<file path="src/logic/urc_params.svh">
// constants for the receive control block: offsets, bits, reset values
`ifndef URC_PARAMS_SVH
`define URC_PARAMS_SVH
// register byte offsets on the apb bus
`define URC_ADDR_RCS 8'h00
`define URC_ADDR_BUF 8'h04
`define URC_ADDR_ISTAT 8'h08
`define URC_ADDR_IMASK 8'h0C
`define URC_ADDR_MODE 8'h10
// receive status and control bit positions
`define URC_B_PORT_EN 7
`define URC_B_NINE 6
`define URC_B_SINGLE 5
`define URC_B_CONT 4
`define URC_B_ADDR 3
`define URC_B_FRAMING_ERROR_FLAG 2
`define URC_B_OVERRUN_ERROR_FLAG 1
`define URC_B_NINTH 0
// mode register bit
`define URC_B_SYNC 0
// interrupt status and mask bits
`define URC_IRQ_W 3
`define URC_IRQ_RX 0
`define URC_IRQ_OVR 1
`define URC_IRQ_FRM 2
// reset values
`define URC_RST_BYTE 8'h00
`define URC_RST_IRQ 3'h0
`define URC_RST_WORD 32'h0000_0000
`endif

</file>
<file path="src/logic/urc_pkg.sv">
// types shared by the receive control block
package urc_pkg;
  // whole state of the control block
  typedef struct packed {
    logic port_en;     // serial port enable
    logic nine_sel;    // nine-bit receive select
    logic single_en;   // single receive enable
    logic cont_en;     // continuous receive enable
    logic addr_en;     // address detect enable
    logic sync_mode;   // synchronous mode select
    logic [7:0] rx_data; // receive buffer
    logic ninth;       // received ninth bit
    logic framing_error_flag;        // framing error flag
    logic overrun_error_flag;        // overrun error flag
    logic full;        // buffer holds an unread character
    logic [2:0] irq_stat; // sticky event bits
    logic [2:0] irq_mask; // event enables
    logic [31:0] prdata;  // registered read data
  } urc_state_t;
endpackage

</file>
<file path="src/logic/urc_accept.sv">
// decides whether a received frame may enter the receive buffer
`timescale 1ns/1ps
`default_nettype none
module urc_accept (
  // mode
  input wire logic sync_mode,
  input wire logic nine_sel,
  input wire logic addr_en,
  // frame
  input wire logic bit8,
  // decision
  output logic accept
);
  // address filter only in async nine-bit mode; 8-bit ignores it
  assign accept = ~(~sync_mode & nine_sel & addr_en & ~bit8);
endmodule
`default_nettype wire

</file>
<file path="src/logic/urc_receive_control.sv">
// receive control and status with apb registers and interrupt
`timescale 1ns/1ps
`include "urc_params.svh"
`default_nettype none
module urc_receive_control (
  // clock and reset
  input wire logic clock,
  input wire logic reset,
  // apb slave
  input wire logic psel,
  input wire logic penable,
  input wire logic pwrite,
  input wire logic [7:0] paddr,
  input wire logic [31:0] pwdata,
  output logic [31:0] prdata,
  output logic pready,
  output logic pslverr,
  // from the receive shift logic
  input wire logic frame_valid,
  input wire logic [7:0] frame_data,
  input wire logic frame_ninth,
  input wire logic frame_stop_error,
  // to the receive shift logic and port
  output logic receiver_enable,
  output logic nine_bit_receive_select,
  output logic serial_port_enable,
  output logic sync_mode,
  // interrupt
  output logic irq
);
  import urc_pkg::*;

  urc_state_t st_ff;   // registered state
  urc_state_t nxt_st;  // next state
  logic accept;        // frame passes the address filter
  logic hit;           // address is mapped
  logic acc;           // apb access phase
  logic wr_acc;        // write taking effect
  logic take;          // frame taken by the enabled receiver
  logic load;          // frame enters the buffer
  logic lost;          // frame dropped for overrun

  // address decode, used for writes and for the error answer
  function automatic logic mapped(input logic [7:0] a);
    mapped = (a == `URC_ADDR_RCS) || (a == `URC_ADDR_BUF) ||
             (a == `URC_ADDR_ISTAT) || (a == `URC_ADDR_IMASK) ||
             (a == `URC_ADDR_MODE);
  endfunction

  // read word for an address
  function automatic logic [31:0] rd_word(input urc_state_t s,
                                          input logic [7:0] a);
    rd_word = `URC_RST_WORD;
    case (a)
      `URC_ADDR_RCS: rd_word[7:0] = {s.port_en, s.nine_sel, s.single_en,
        s.cont_en, s.addr_en, s.framing_error_flag, s.overrun_error_flag, s.ninth};
      `URC_ADDR_BUF: rd_word[7:0] = s.rx_data;
      `URC_ADDR_ISTAT: rd_word[`URC_IRQ_W-1:0] = s.irq_stat;
      `URC_ADDR_IMASK: rd_word[`URC_IRQ_W-1:0] = s.irq_mask;
      `URC_ADDR_MODE: rd_word[`URC_B_SYNC] = s.sync_mode;
      default: rd_word = `URC_RST_WORD;
    endcase
  endfunction

  // address filter
  urc_accept u_accept (
    .sync_mode(st_ff.sync_mode),
    .nine_sel(st_ff.nine_sel),
    .addr_en(st_ff.addr_en),
    .bit8(frame_ninth),
    .accept(accept)
  );

  // apb handshake: zero wait, error on unmapped address
  assign hit = mapped(paddr);
  assign acc = psel & penable;
  assign wr_acc = acc & pwrite & hit;
  assign pready = acc;
  assign pslverr = acc & ~hit;
  assign prdata = st_ff.prdata;

  // receiver enable per mode
  always_comb begin
    if (st_ff.sync_mode) begin
      receiver_enable = st_ff.port_en & (st_ff.cont_en | st_ff.single_en);
    end else begin
      receiver_enable = st_ff.port_en & st_ff.cont_en;
    end
  end

  // frame classification
  assign take = frame_valid & receiver_enable & accept;
  assign lost = take & (st_ff.full | st_ff.overrun_error_flag);
  assign load = take & ~lost;

  // next state
  always_comb begin
    nxt_st = st_ff;
    // read data latched in the setup cycle
    if (psel & ~penable & ~pwrite) begin
      nxt_st.prdata = rd_word(st_ff, paddr);
    end
    // register writes
    if (wr_acc) begin
      case (paddr)
        `URC_ADDR_RCS: begin
          nxt_st.port_en = pwdata[`URC_B_PORT_EN];
          nxt_st.nine_sel = pwdata[`URC_B_NINE];
          nxt_st.single_en = pwdata[`URC_B_SINGLE];
          nxt_st.cont_en = pwdata[`URC_B_CONT];
          nxt_st.addr_en = pwdata[`URC_B_ADDR];
          // clearing continuous receive clears overrun
          if (!pwdata[`URC_B_CONT]) begin
            nxt_st.overrun_error_flag = 1'b0;
          end
        end
        `URC_ADDR_ISTAT: begin
          nxt_st.irq_stat = st_ff.irq_stat & ~pwdata[`URC_IRQ_W-1:0];
        end
        `URC_ADDR_IMASK: begin
          nxt_st.irq_mask = pwdata[`URC_IRQ_W-1:0];
        end
        `URC_ADDR_MODE: begin
          nxt_st.sync_mode = pwdata[`URC_B_SYNC];
        end
        default: begin
        end
      endcase
    end
    // buffer read frees it for the next byte
    if (acc & ~pwrite & (paddr == `URC_ADDR_BUF)) begin
      nxt_st.full = 1'b0;
    end
    // frame entering the buffer, flags travel with it
    if (load) begin
      nxt_st.rx_data = frame_data;
      nxt_st.ninth = st_ff.nine_sel & frame_ninth;
      nxt_st.framing_error_flag = frame_stop_error;
      nxt_st.full = 1'b1;
      nxt_st.irq_stat[`URC_IRQ_RX] = 1'b1;
      if (frame_stop_error) begin
        nxt_st.irq_stat[`URC_IRQ_FRM] = 1'b1;
      end
      // single receive ends unless continuous overrides it
      if (st_ff.sync_mode & ~st_ff.cont_en) begin
        nxt_st.single_en = 1'b0;
      end
    end
    // lost character: set wins over the clear
    if (lost) begin
      nxt_st.overrun_error_flag = 1'b1;
      nxt_st.irq_stat[`URC_IRQ_OVR] = 1'b1;
    end
  end

  // state register
  always_ff @(posedge clock or posedge reset) begin
    if (reset) begin
      st_ff <= '0;
    end else begin
      st_ff <= nxt_st;
    end
  end

  // outputs from state
  assign nine_bit_receive_select = st_ff.nine_sel;
  assign serial_port_enable = st_ff.port_en;
  assign sync_mode = st_ff.sync_mode;
  assign irq = |(st_ff.irq_stat & st_ff.irq_mask);
endmodule
`default_nettype wire

</file>
<file path="config.mk">
export PLATFORM = sky130hd
export DESIGN_NAME = urc_receive_control
export DESIGN_NICKNAME = d
export VERILOG_FILES = /design/src/logic/urc_pkg.sv /design/src/logic/urc_accept.sv /design/src/logic/urc_receive_control.sv
export VERILOG_INCLUDE_DIRS = /design/src /design/src/logic
export SDC_FILE = /design/constraint.sdc
export NUM_CORES = 1
export LEC_CHECK = 0
export ABC_AREA = 1
export BUFFER_PORTS_ARGS = -buffer_cell sky130_fd_sc_hd__buf_2
export CORE_MARGIN = 2
export CORE_UTILIZATION = 34
export CTS_CLUSTER_DIAMETER = 40
export DETAILED_ROUTE_END_ITERATION = 8
export SYNTH_ARGS = -nofsm -noshare
export SYNTH_HDL_FRONTEND = slang
export SYNTH_SLANG_ARGS = --single-unit
export TNS_END_PERCENT = 5
</file>
<file path="constraint.sdc">
create_clock -name clock -period 4.35 [get_ports clock]
set_clock_uncertainty 0.2 [all_clocks]
set_input_delay 0.87 -clock clock [delete_from_list [all_inputs] [get_ports clock]]
set_output_delay 0.87 -clock clock [all_outputs]
set_load 0.01 [all_outputs]
</file>
### Word level (Yosys, flattened, before mapping)

Cells that the tools add are included.

| word-level totals | value |
|---|---|
| logic and storage cells | 92 |
| memories | 0 |
| input port bits | 56 |
| bits in writable memories | 0 |
| memory bits (read-only) | 0 |
| flip-flop bits (word level) | 32 |
| bits in latches | 0 |

| cells by class | value |
|---|---|
| add/subtract/negate cells | 0 |
| div/mod/pow operators | 0 |
| multiplexer cells | 21 |
| $mul | 0 |
| bitwise operators | 32 |
| equality and inequality tests | 5 |
| reduce and logical (&&, ||, !) cells | 18 |
| shift operators | 0 |
| $lt $le $gt $ge | 0 |

Operators by type and width:

| operator | count |
|---|---|
| AND 1 bit | 19 |
| == test 8 x 4 -> 1 bit, second input constant | 2 |
| two-way mux 1 bit | 12 |
| nonzero test 2 bit | 6 |
| case mux 5 bit (2 select lines) | 1 |
| AND reduction 2 bit | 5 |
| two-way mux 3 bit | 3 |
| == test 8 x 3 -> 1 bit, second input constant | 1 |
| == test 8 x 5 -> 1 bit, second input constant | 1 |
| zero test 8 bit | 1 |
| NOT 1 bit | 8 |
| case mux 2 bit (4 select lines) | 1 |
| AND 3 bit | 2 |
| two-way mux 6 bit | 1 |
| case mux 1 bit (5 select lines) | 1 |
| logical OR 1 bit | 4 |
| two-way mux 4 bit | 1 |
| NOT 3 bit | 1 |
| AND reduction 3 bit | 1 |
| OR reduction 3 bit | 1 |
| two-way mux 2 bit | 1 |
| inequality test 2 x 1 -> 1 bit, second input constant | 1 |
| OR 1 bit | 2 |

### Logic depth before layout (Yosys ltp)

Gate-level depths: netlist of run 1.

| logic depth | value |
|---|---|
| depth in word-level cells | 11 |
| gate-level depth with buffers | 9 |
| depth with buffers taken out | 9 |

### Cells and area by module

From an unflattened synthesis of run 1, not the netlist that was laid out.

| unflattened totals | value |
|---|---|
| cell total of the unflattened synthesis | 242 |
| area, all modules | 1,969.4 um^2 |

Modules (own cells, without submodules):

| module | sequential area each (um^2) | cells each | area each (um^2) | instances |
|---|---|---|---|---|
| urc_receive_control | 800.8 | 238 | 1,954.4 | 1 |
| urc_accept | 0.0 | 4 | 15.0 | 1 |

### Least setup slack after synthesis of run 1

Ideal clock, no wire load.

| timing path | value |
|---|---|
| kind | input to output |
| start | input port paddr[6] |
| end | output port pslverr |
| cell stages on the path | 6 |
| setup slack | 1,782 ps |
| data required time | 3,280 ps |
| arrival | 1,498 ps |
| path through | inv_1 > nand2_1 > nor2_4 > o211ai_1 > nand3_2 > nor2_1 |

| between the ends | value |
|---|---|
| word-level cells in the longest chain between the ends | 7 |

RTL lines:

| item | RTL line | RTL |
|---|---|---|
| start, declared | urc_receive_control.sv:13 | `input wire logic [7:0] paddr,` |
| == test 8 x 3 -> 1 bit or zero test 8 bit (tied branches) | -- |  |
| logical OR 1 bit (3 in series) | urc_receive_control.sv:45 | `` mapped = (a == `URC_ADDR_RCS) \|\| (a == `URC_ADDR_BUF) \|\| `` |
| logical OR 1 bit (*) | urc_receive_control.sv:45 |  |
| NOT 1 bit (*) | urc_receive_control.sv:79 | `assign pslverr = acc & ~hit;` |
| AND 1 bit (*) | urc_receive_control.sv:79 |  |
| end, declared | urc_receive_control.sv:17 | `output logic pslverr,` |

Mark *: on every way between the ends. The rest lies on a longest branch, timed or not.

### Final worst setup path of run 1

Ends and elaborated chain as after synthesis.

==> results of run 1 <==
==> sequential cells by signal (all words and copies together), names as in the netlist <==
signal and count:
serial_port_enable 1, nine_bit_receive_select 1, prdata 8, st_ff 21, sync_mode 1
==> routing by layer <==
layer | part of all wire [%] | wire (um) | global-route usage, % | vias to the layer above
met5 | 0 | 0 | 0 | -
met3 | 5.0 | 198 | 3.333 | 6
li1 | - | - | - | 796
met2 | 45 | 1774 | 22.07 | 46
met4 | 1.9 | 74 | 5.789 | 0
met1 | 48 | 1890 | 17.57 | 709
==> placed cells by master (no fill, tap or decap), types with 3 or more instances in the layout <==
| cell | count |
|---|---|
| nand3_1 | 10 |
| nor2_1 | 18 |
| conb_1 | 24 |
| inv_1 | 35 |
| nand2_2 | 4 |
| nand4_1 | 3 |
| nand2_1 | 58 |
| nor3_1 | 4 |
| o21ai_0 | 10 |
| dfrtp_1 | 32 |
| a21oi_1 | 11 |
| buf_2 | 46 |
| o22ai_1 | 6 |
| clkbuf_8 | 5 |
==> final timing paths <==
path,end
min in group asynchronous,prdata[7]$_DFFE_PP0P_
hold reg to reg,st_ff[40]$_DFFE_PP0P_
setup / recovery,pslverr
hold / removal,st_ff[40]$_DFFE_PP0P_
setup reg to reg,st_ff[53]$_DFF_PP0_
max in group asynchronous,st_ff[37]$_DFF_PP0_
==> cell type report <==
type                       instances  share of cell area [%]
tap                               72                   4.213
timing repair buffer              47                   11.12
multi-input combinational        164                   35.87
clock inverter                     2                   1.638
inverter                          36                   6.320
sequential                        32                   37.45
clock buffer                       6                   3.394
==> worst min-delay path: stages, from the launching register on <==
cell and delay [ps]:
dfrtp_1 350, nand2_1 50, nand2_1 40
==> power breakdown <==
part	internal (mW)	switching [mW]
sequential	0.300	0.00152
combinational	0.0176	0.0369
clock	0.170	0.110
total	0.487	0.149
==> cell families after synthesis <==
kind of cell | count (synthesis) | share of synthesized area (%)
AOI/OAI and AO/OA | 37 | 11.89
buffers and inverters | 71 | 21.38
and+or+nand+nor | 103 | 24.04
other | 1 | 0.1990
DFF | 32 | 42.50
==> synth_stat cells, types with 2 or more instances <==
master	count
nand3_1	10
buf_6	2
buf_4	32
nand2_1	58
nand2_2	4
nand3_2	2
a21oi_1	11
nor3_1	4
dfrtp_1	32
nor2_2	2
inv_1	35
o211ai_1	2
o22ai_1	6
nor2_1	18
o21ai_1	2
o21ai_0	10
nand4_1	3
a21oi_2	2
==> results.json, run 1 <==
{
  "htreeDepth": 2,
  "gp_congestion": 0.8219,
  "final_antenna_net_count": 0,
  "total_power_mw": 0.6360,
  "cp_top_family": "simple AND/OR/NAND/NOR gates",
  "vias": 1557,
  "drv_cap": 0,
  "clk_pin_slew_worst_paths_ps": 60,
  "crit_path_max_fanout": 7,
  "fin_cells": 359,
  "synth_cell_types": 27,
  "cp-start-kind": "primary input",
  "grt_pass1_vias": 1470,
  "yosys-top-cells-area": "dfrtp_1 42%, buf_4 13%, nand2_1 12%",
  "vdd_drop_max_mv": 0.1587,
  "synth_area_um2": 1884,
  "placed_cell_area_um2": 2031,
  "fp.coreArea_um2": 5439,
  "slowest_stage": "nor2_4",
  "crit_path_end_kind": "output port",
  "dr.pass1.iters": 4,
  "worstMarginPinSlew_ps": 921.4,
  "status": "completed",
  "syn2layout_area_growth_pct": 13.48,
  "hold_start": "st_ff[40]$_DFFE_PP0P_",
  "diodes": 0,
  "cp.depth": 8,
  "setup_violations": 0,
  "dp.cells": 351,
  "max_clock_freq_mhz": 352.6,
  "boundaryPins": 95,
  "rr_startpoint": "sync_mode$_DFFE_PP0P_",
  "reg2reg_setup_slack_ps": 2440,
  "synth_top_area_share_pct": 42.50,
  "antenna_found_initial": 0,
  "track_usage_pct": 13.71,
  "die_y_um": 78.45,
  "crit_type": "primary input to output port",
  "hpwl_um": 3057,
  "cts_tree": "done",
  "fill_cells": 575,
  "drt_wl_total_um": 3938,
  "rr_worst_depth": 7,
  "synth_edf_count": 0,
  "power_leakage_nw": 1.250,
  "syn_inst": 244,
  "grt-ovfl-total": 0,
  "hold_path.class": "flop to flop",
  "seq_area_um2": 800.8,
  "cts_root_buf": "clkbuf_8",
  "multi_input_area_um2": 767.0,
  "slew_headroom_pct": 38.51,
  "syn_avg_cell_area_um2": 7.723,
  "synth_top_cell_by_area": "dfrtp_1",
  "place_ws_ps": 1501,
  "rsz0062_at_grt": "no",
  "post_cts_buffers": 0,
  "finalCriticalPeriod_ps": 2836,
  "grt_pass1_wl_um": 6603,
  "first_iter_violations": 73,
  "cts_buffer_depth": 2,
  "crit_required_ps": 3280,
  "cts_resized": 0,
  "hold_viol_final": 0,
  "finalNetCount": 342,
  "grt_max_degree": 25,
  "start_util_pct": 34.64,
  "setup_tns_ps": 0,
  "die_w_um": 78.45,
  "port_buffers": 46,
  "holdWs_ps": 277.8,
  "dieArea_um2": 6154,
  "timing.final.ws_setup_ps": 1514,
  "whs_path_depth": 2,
  "clkLatencyLatePin_ps": 280,
  "finalCritPeriodShare_pct": 65.19,
  "cp_cell_sequence": "buf_2 > inv_1 > nand2_1 > nor2_4 > nand2_1 > nand3_2 > nor2_1 > buf_2",
  "drc_errors": 0,
  "cp_num_buf_inv": 3,
  "cellPowerDensity_nw_per_um2": 297.4,
  "worstSetupStartpoint": "paddr[6]",
  "ys_warn_count": 0,
  "finalInstanceArea_um2": 2138,
  "drt-vias-per-instance": 4.337,
  "drive_gt1_share_pct": 24.04,
  "synth_async_sr_flop_share_pct": 100.0,
  "post-route-util_pct": 39.31,
  "cts_buffers": 5,
  "slowest_delay_ps": 180,
  "seq_area_frac_synth_pct": 42.50,
  "wire_per_inst_um": 10.97,
  "cp.arrival_ps": 1770,
  "synth_ff_type": "dfrtp_1",
  "rows": 27,
  "cts_sinks": 32,
  "cts_hold_buf": 0,
  "ys_seq_elements": 32,
  "finalMaxSlewViolations": 0
}
Power figures use the tool's default switching activity.
==> run 2, diff against run 1 <==
Clock period 4.35 ns to 2.9 ns, I/O delays scaled along.
==> run 2 against run 1 <==
  * Utilization up 0.14 points
  * Worst hold slack worse by 98 ps
  * Critical path depth is the same
  * Sequential power up 50%
  * Combinational power up 51%
  * Global-route usage shrank 0.32 points
==> results.json, run 2 (synthesis results as in run 1) <==
{
  "cts_resized": 0,
  "first_iter_violations": 77,
  "slowest_delay_ps": 180,
  "hold_path.class": "primary input to async pin",
  "rr_worst_depth": 7,
  "die_w_um": 78.45,
  "cp-start-kind": "primary input",
  "regMostFlops": "st_ff",
  "crit_path_max_fanout": 7,
  "rows": 27,
  "drv_cap": 0,
  "dieArea_um2": 6154,
  "crit_required_ps": 2120,
  "slew_headroom_pct": 62.39,
  "setup_violations": 0,
  "hold_viol_final": 0,
  "boundaryPins": 95,
  "final_cell_mix": "58 x nand2_1, 46 x buf_2, 35 x inv_1, 32 x dfrtp_1, 24 x conb_1",
  "cts_sinks": 32,
  "max_clock_freq_mhz": 441.9,
  "gp_congestion": 0.8185,
  "finalCritPeriodShare_pct": 78.03,
  "grt_pass1_wl_um": 6403,
  "slowest_stage": "nor2_4",
  "diodes": 0,
  "track_usage_pct": 13.39,
  "port_buffers": 46,
  "drc_errors": 0,
  "clkLatencyLatePin_ps": 280,
  "rsz0062_at_grt": "no",
  "cts_hold_buf": 0,
  "cp_cell_sequence": "buf_2 > inv_1 > nand2_1 > nor2_4 > nand2_1 > nand3_2 > nor2_1 > buf_2",
  "cts_root_buf": "clkbuf_8",
  "total_power_mw": 0.9541,
  "grt_util_met3_pct": 3.333,
  "cts_tree": "done",
  "use_met1_pct": 17.64,
  "worstMarginPinSlew_ps": 562.1,
  "fp.coreArea_um2": 5439,
  "die_y_um": 78.45,
  "cp.arrival_ps": 1480,
  "start_util_pct": 34.64,
  "htreeDepth": 2,
  "vdd_drop_max_mv": 0.2186,
  "crit_path_end_kind": "output port",
  "wire_per_inst_um": 10.89,
  "grt_max_degree": 33,
  "gr-max-usage-layer": "met2",
  "syn2layout_area_growth_pct": 13.88,
  "final_antenna_net_count": 0,
  "drt-vias-per-instance": 4.286,
  "vias": 1543,
  "cellPowerDensity_nw_per_um2": 444.7,
  "final_common_cell": "nand2_1",
  "grtUsageMet2_pct": 21.12,
  "setup_tns_ps": 0,
  "cts_buffer_depth": 2,
  "grt-ovfl-total": 0,
  "drive_gt1_share_pct": 24.31,
  "status": "completed",
  "hpwl_um": 3004,
  "post_cts_buffers": 0,
  "crit_type": "primary input to output port",
  "finalMaxSlewViolations": 0,
  "power_leakage_nw": 1.256,
  "cts_buffers": 5,
  "clk_pin_slew_worst_paths_ps": 70,
  "antenna_found_initial": 0,
  "finalCriticalPeriod_ps": 2263,
  "finalNetCount": 343,
  "grt_pass1_vias": 1411,
  "largest_reg_flops": 21,
  "drt_wl_total_um": 3919,
  "dr.pass1.iters": 4
}
-- run 2: layout make-up --
cell class / count / area [um^2]
flip-flops and latches: 32 / 800.8
clock buffers: 6 / 72.57
repair buffers: 48 / 245.2
multi-input cells: 164 / 767.0
fillers: 578 / 3293
clock inverters: 2 / 35.03
inverters: 36 / 135.1
well taps: 72 / 90.09
-- run 2: critical path: cells and delay by family --
family        cells  cell delay, ps
buf+inv           3             260
simple gates      5             630
-- run 2: final timing paths --
check,startpoint,to,slack [ps]
max in group asynchronous,reset,st_ff[37]$_DFF_PP0_,2030
min,reset,prdata[7]$_DFFE_PP0P_,180
max reg2reg,sync_mode$_DFFE_PP0P_,st_ff[53]$_DFF_PP0_,1020
min reg2reg,prdata[1]$_DFFE_PP0P_,prdata[1]$_DFFE_PP0P_,280
max,paddr[6],pslverr,640
min in group clock,prdata[1]$_DFFE_PP0P_,prdata[1]$_DFFE_PP0P_,280
-- run 2: report_power, final --
group / switching [mW] / leakage, nW / internal [mW]
sequential: 0.00217 / 0.369 / 0.449
clock: 0.165 / 0.0552 / 0.255
combinational: 0.0553 / 0.832 / 0.0272
total: 0.223 / 1.26 / 0.731
-- run 2: routing by layer --
metal / part of all wire, % / vias to the layer above / wire length (um)
li1: - / 797 / -
met3: 3.9 / 4 / 152
met5: 0 / - / 0
met4: 1.4 / 0 / 54
met2: 47 / 46 / 1849
met1: 48 / 696 / 1862
-- run 2: metrics by stage --
| step | utilization, % | hold WS [ps] | std cells | cell area (um^2) | worst slack [ps] |
|---|---|---|---|---|---|
| 3_3_place_gp | 37.47 | 257.2 | 352 | 2038 | 639.7 |
| 5_1_grt | 39.45 | 214.5 | 360 | 2146 | 532.7 |
| 2_1_floorplan | - | 242.2 | 267 | 1971 | 912.3 |
| 6_report | 39.45 | 179.5 | 360 | 2146 | 637.1 |
| 4_1_cts | 39.45 | 186.1 | 360 | 2146 | 629.1 |
| 3_5_place_dp | 37.47 | 260.1 | 352 | 2038 | 624.5 |
==> run 3, diff against run 2 <==
Clock period 2.9 ns to 2.35 ns, I/O delays scaled along.
==> run 3 against run 2 <==
  * Sequential share of layout area fell by 0.13 points
  * Die area did not move
  * Register-to-register slack got worse by 580 ps
  * Clock power rose by 21%
  * Wire length fell by 0.43%
  * First-iteration DRC count fell by 12%
  * Via count rose by 0.78%
  * Flip-flop and latch count did not move
  * Sequential power rose by 23%
==> results.json, run 3 (synthesis results as in run 1) <==
{
  "slew_headroom_pct": 63.08,
  "reg2reg_setup_slack_ps": 440,
  "die_w_um": 78.45,
  "cts_hold_buf": 0,
  "crit_required_ps": 1680,
  "final_common_cell": "nand2_1",
  "multi_input_area_um2": 767.0,
  "final_cell_mix": "58 x nand2_1, 46 x buf_2, 35 x inv_1, 32 x dfrtp_1, 24 x conb_1",
  "finalMaxSlewViolations": 0,
  "regMostFlops": "st_ff",
  "seq_area_um2": 800.8,
  "vias": 1555,
  "syn2layout_area_growth_pct": 14.28,
  "cellPowerDensity_nw_per_um2": 542.2,
  "grt_pass1_vias": 1360,
  "cts_buffer_depth": 2,
  "hold_viol_final": 0,
  "finalCritPeriodShare_pct": 87.01,
  "finalNetCount": 344,
  "final_antenna_net_count": 0,
  "crit_path_end_kind": "output port",
  "gp_congestion": 0.7987,
  "fill_cells": 580,
  "first_iter_violations": 68,
  "hold_path.class": "primary input to async pin",
  "crit_type": "primary input to output port",
  "htreeDepth": 2,
  "drt-vias-per-instance": 4.307,
  "clk_pin_slew_worst_paths_ps": 70,
  "grt-ovfl-total": 0,
  "track_usage_pct": 13.22,
  "antenna_found_initial": 0,
  "cts_tree": "done",
  "max_clock_freq_mhz": 489.0,
  "rsz0062_at_grt": "no",
  "start_util_pct": 34.64,
  "crit_path_max_fanout": 7,
  "vdd_drop_max_mv": 0.2770,
  "drive_gt1_share_pct": 24.57,
  "fp.coreArea_um2": 5439,
  "dp.cells": 353,
  "dieArea_um2": 6154,
  "port_buffers": 46,
  "cts_root_buf": "clkbuf_8",
  "power_leakage_nw": 1.260,
  "die_y_um": 78.45,
  "drc_errors": 0,
  "worstMarginPinSlew_ps": 551.8,
  "rows": 27,
  "setup_violations": 0,
  "setup_tns_ps": 0,
  "drv_cap": 0,
  "cts_resized": 0,
  "largest_reg_flops": 21,
  "dr.pass1.iters": 4,
  "cts_sinks": 32,
  "grt_pass1_wl_um": 6272,
  "drt_wl_total_um": 3902,
  "cp-start-kind": "primary input",
  "wire_per_inst_um": 10.81,
  "place_ws_ps": 299.2,
  "clkLatencyLatePin_ps": 280,
  "finalCriticalPeriod_ps": 2045,
  "grt_max_degree": 33,
  "diodes": 0,
  "total_power_mw": 1.167,
  "boundaryPins": 95,
  "fin_cells": 361,
  "status": "completed",
  "timing.final.ws_setup_ps": 305.2,
  "post_cts_buffers": 0,
  "cp.arrival_ps": 1370,
  "cts_buffers": 5,
  "hpwl_um": 3071
}
==> run 3: cell types whose count changed in the layout (fill, tap and decap cells not counted), sizes merged <==
cell,change
buf,+1
==> run 3: per-stage QoR <==
stage	instance area, um^2	utilization (%)	hold slack, ps
5_1_grt	2153	39.59	113.0
3_5_place_dp	2046	37.61	260.2
2_1_floorplan	1971	-	242.2
4_1_cts	2153	39.59	79.81
3_3_place_gp	2046	37.61	257.1
6_report	2153	39.59	65.44
==> run 3: power by group <==
part	internal, mW	leakage [nW]	switching [mW]	total, mW
Clock	0.314	0.0552	0.194	0.508
Combinational	0.0335	0.836	0.0681	0.102
Sequential	0.555	0.369	0.00283	0.557
==> run 3: layout make-up <==
class	instances	area share, %
Inverter	36	6.275
Timing Repair Buffer	49	11.74
Clock buffer	6	3.370
Multi-Input combinational cell	164	35.62
Clock inverter	2	1.627
Sequential cell	32	37.19
Tap cell	72	4.184
==> run 3: path summary, 6_finish.rpt <==
check,start,to,cells past startpoint
setup / recovery,paddr[6],pslverr,8
hold / removal,reset,prdata[7]$_DFFE_PP0P_,3
setup reg to reg,sync_mode$_DFFE_PP0P_,st_ff[53]$_DFF_PP0_,7
hold reg to reg,prdata[0]$_DFFE_PP0P_,prdata[0]$_DFFE_PP0P_,2
max in group asynchronous,reset,st_ff[33]$_DFFE_PP0P_,3
min in group clock,pwdata[4],st_ff[39]$_DFFE_PP0P_,3
==> run 3: critical path, cell delays in order <==
cell and delay (ps):
buf_2 90, inv_1 40, nand2_1 90, nor2_4 180, nand2_1 130, nand3_2 180
nor2_1 50, buf_2 130
==> run 3: routing by layer <==
layer | track usage [%] | share of wire, %
met5 | 0 | 0
met1 | 17.22 | 48
met3 | 3.448 | 4.5
met4 | 5.263 | 1.6
met2 | 20.95 | 46
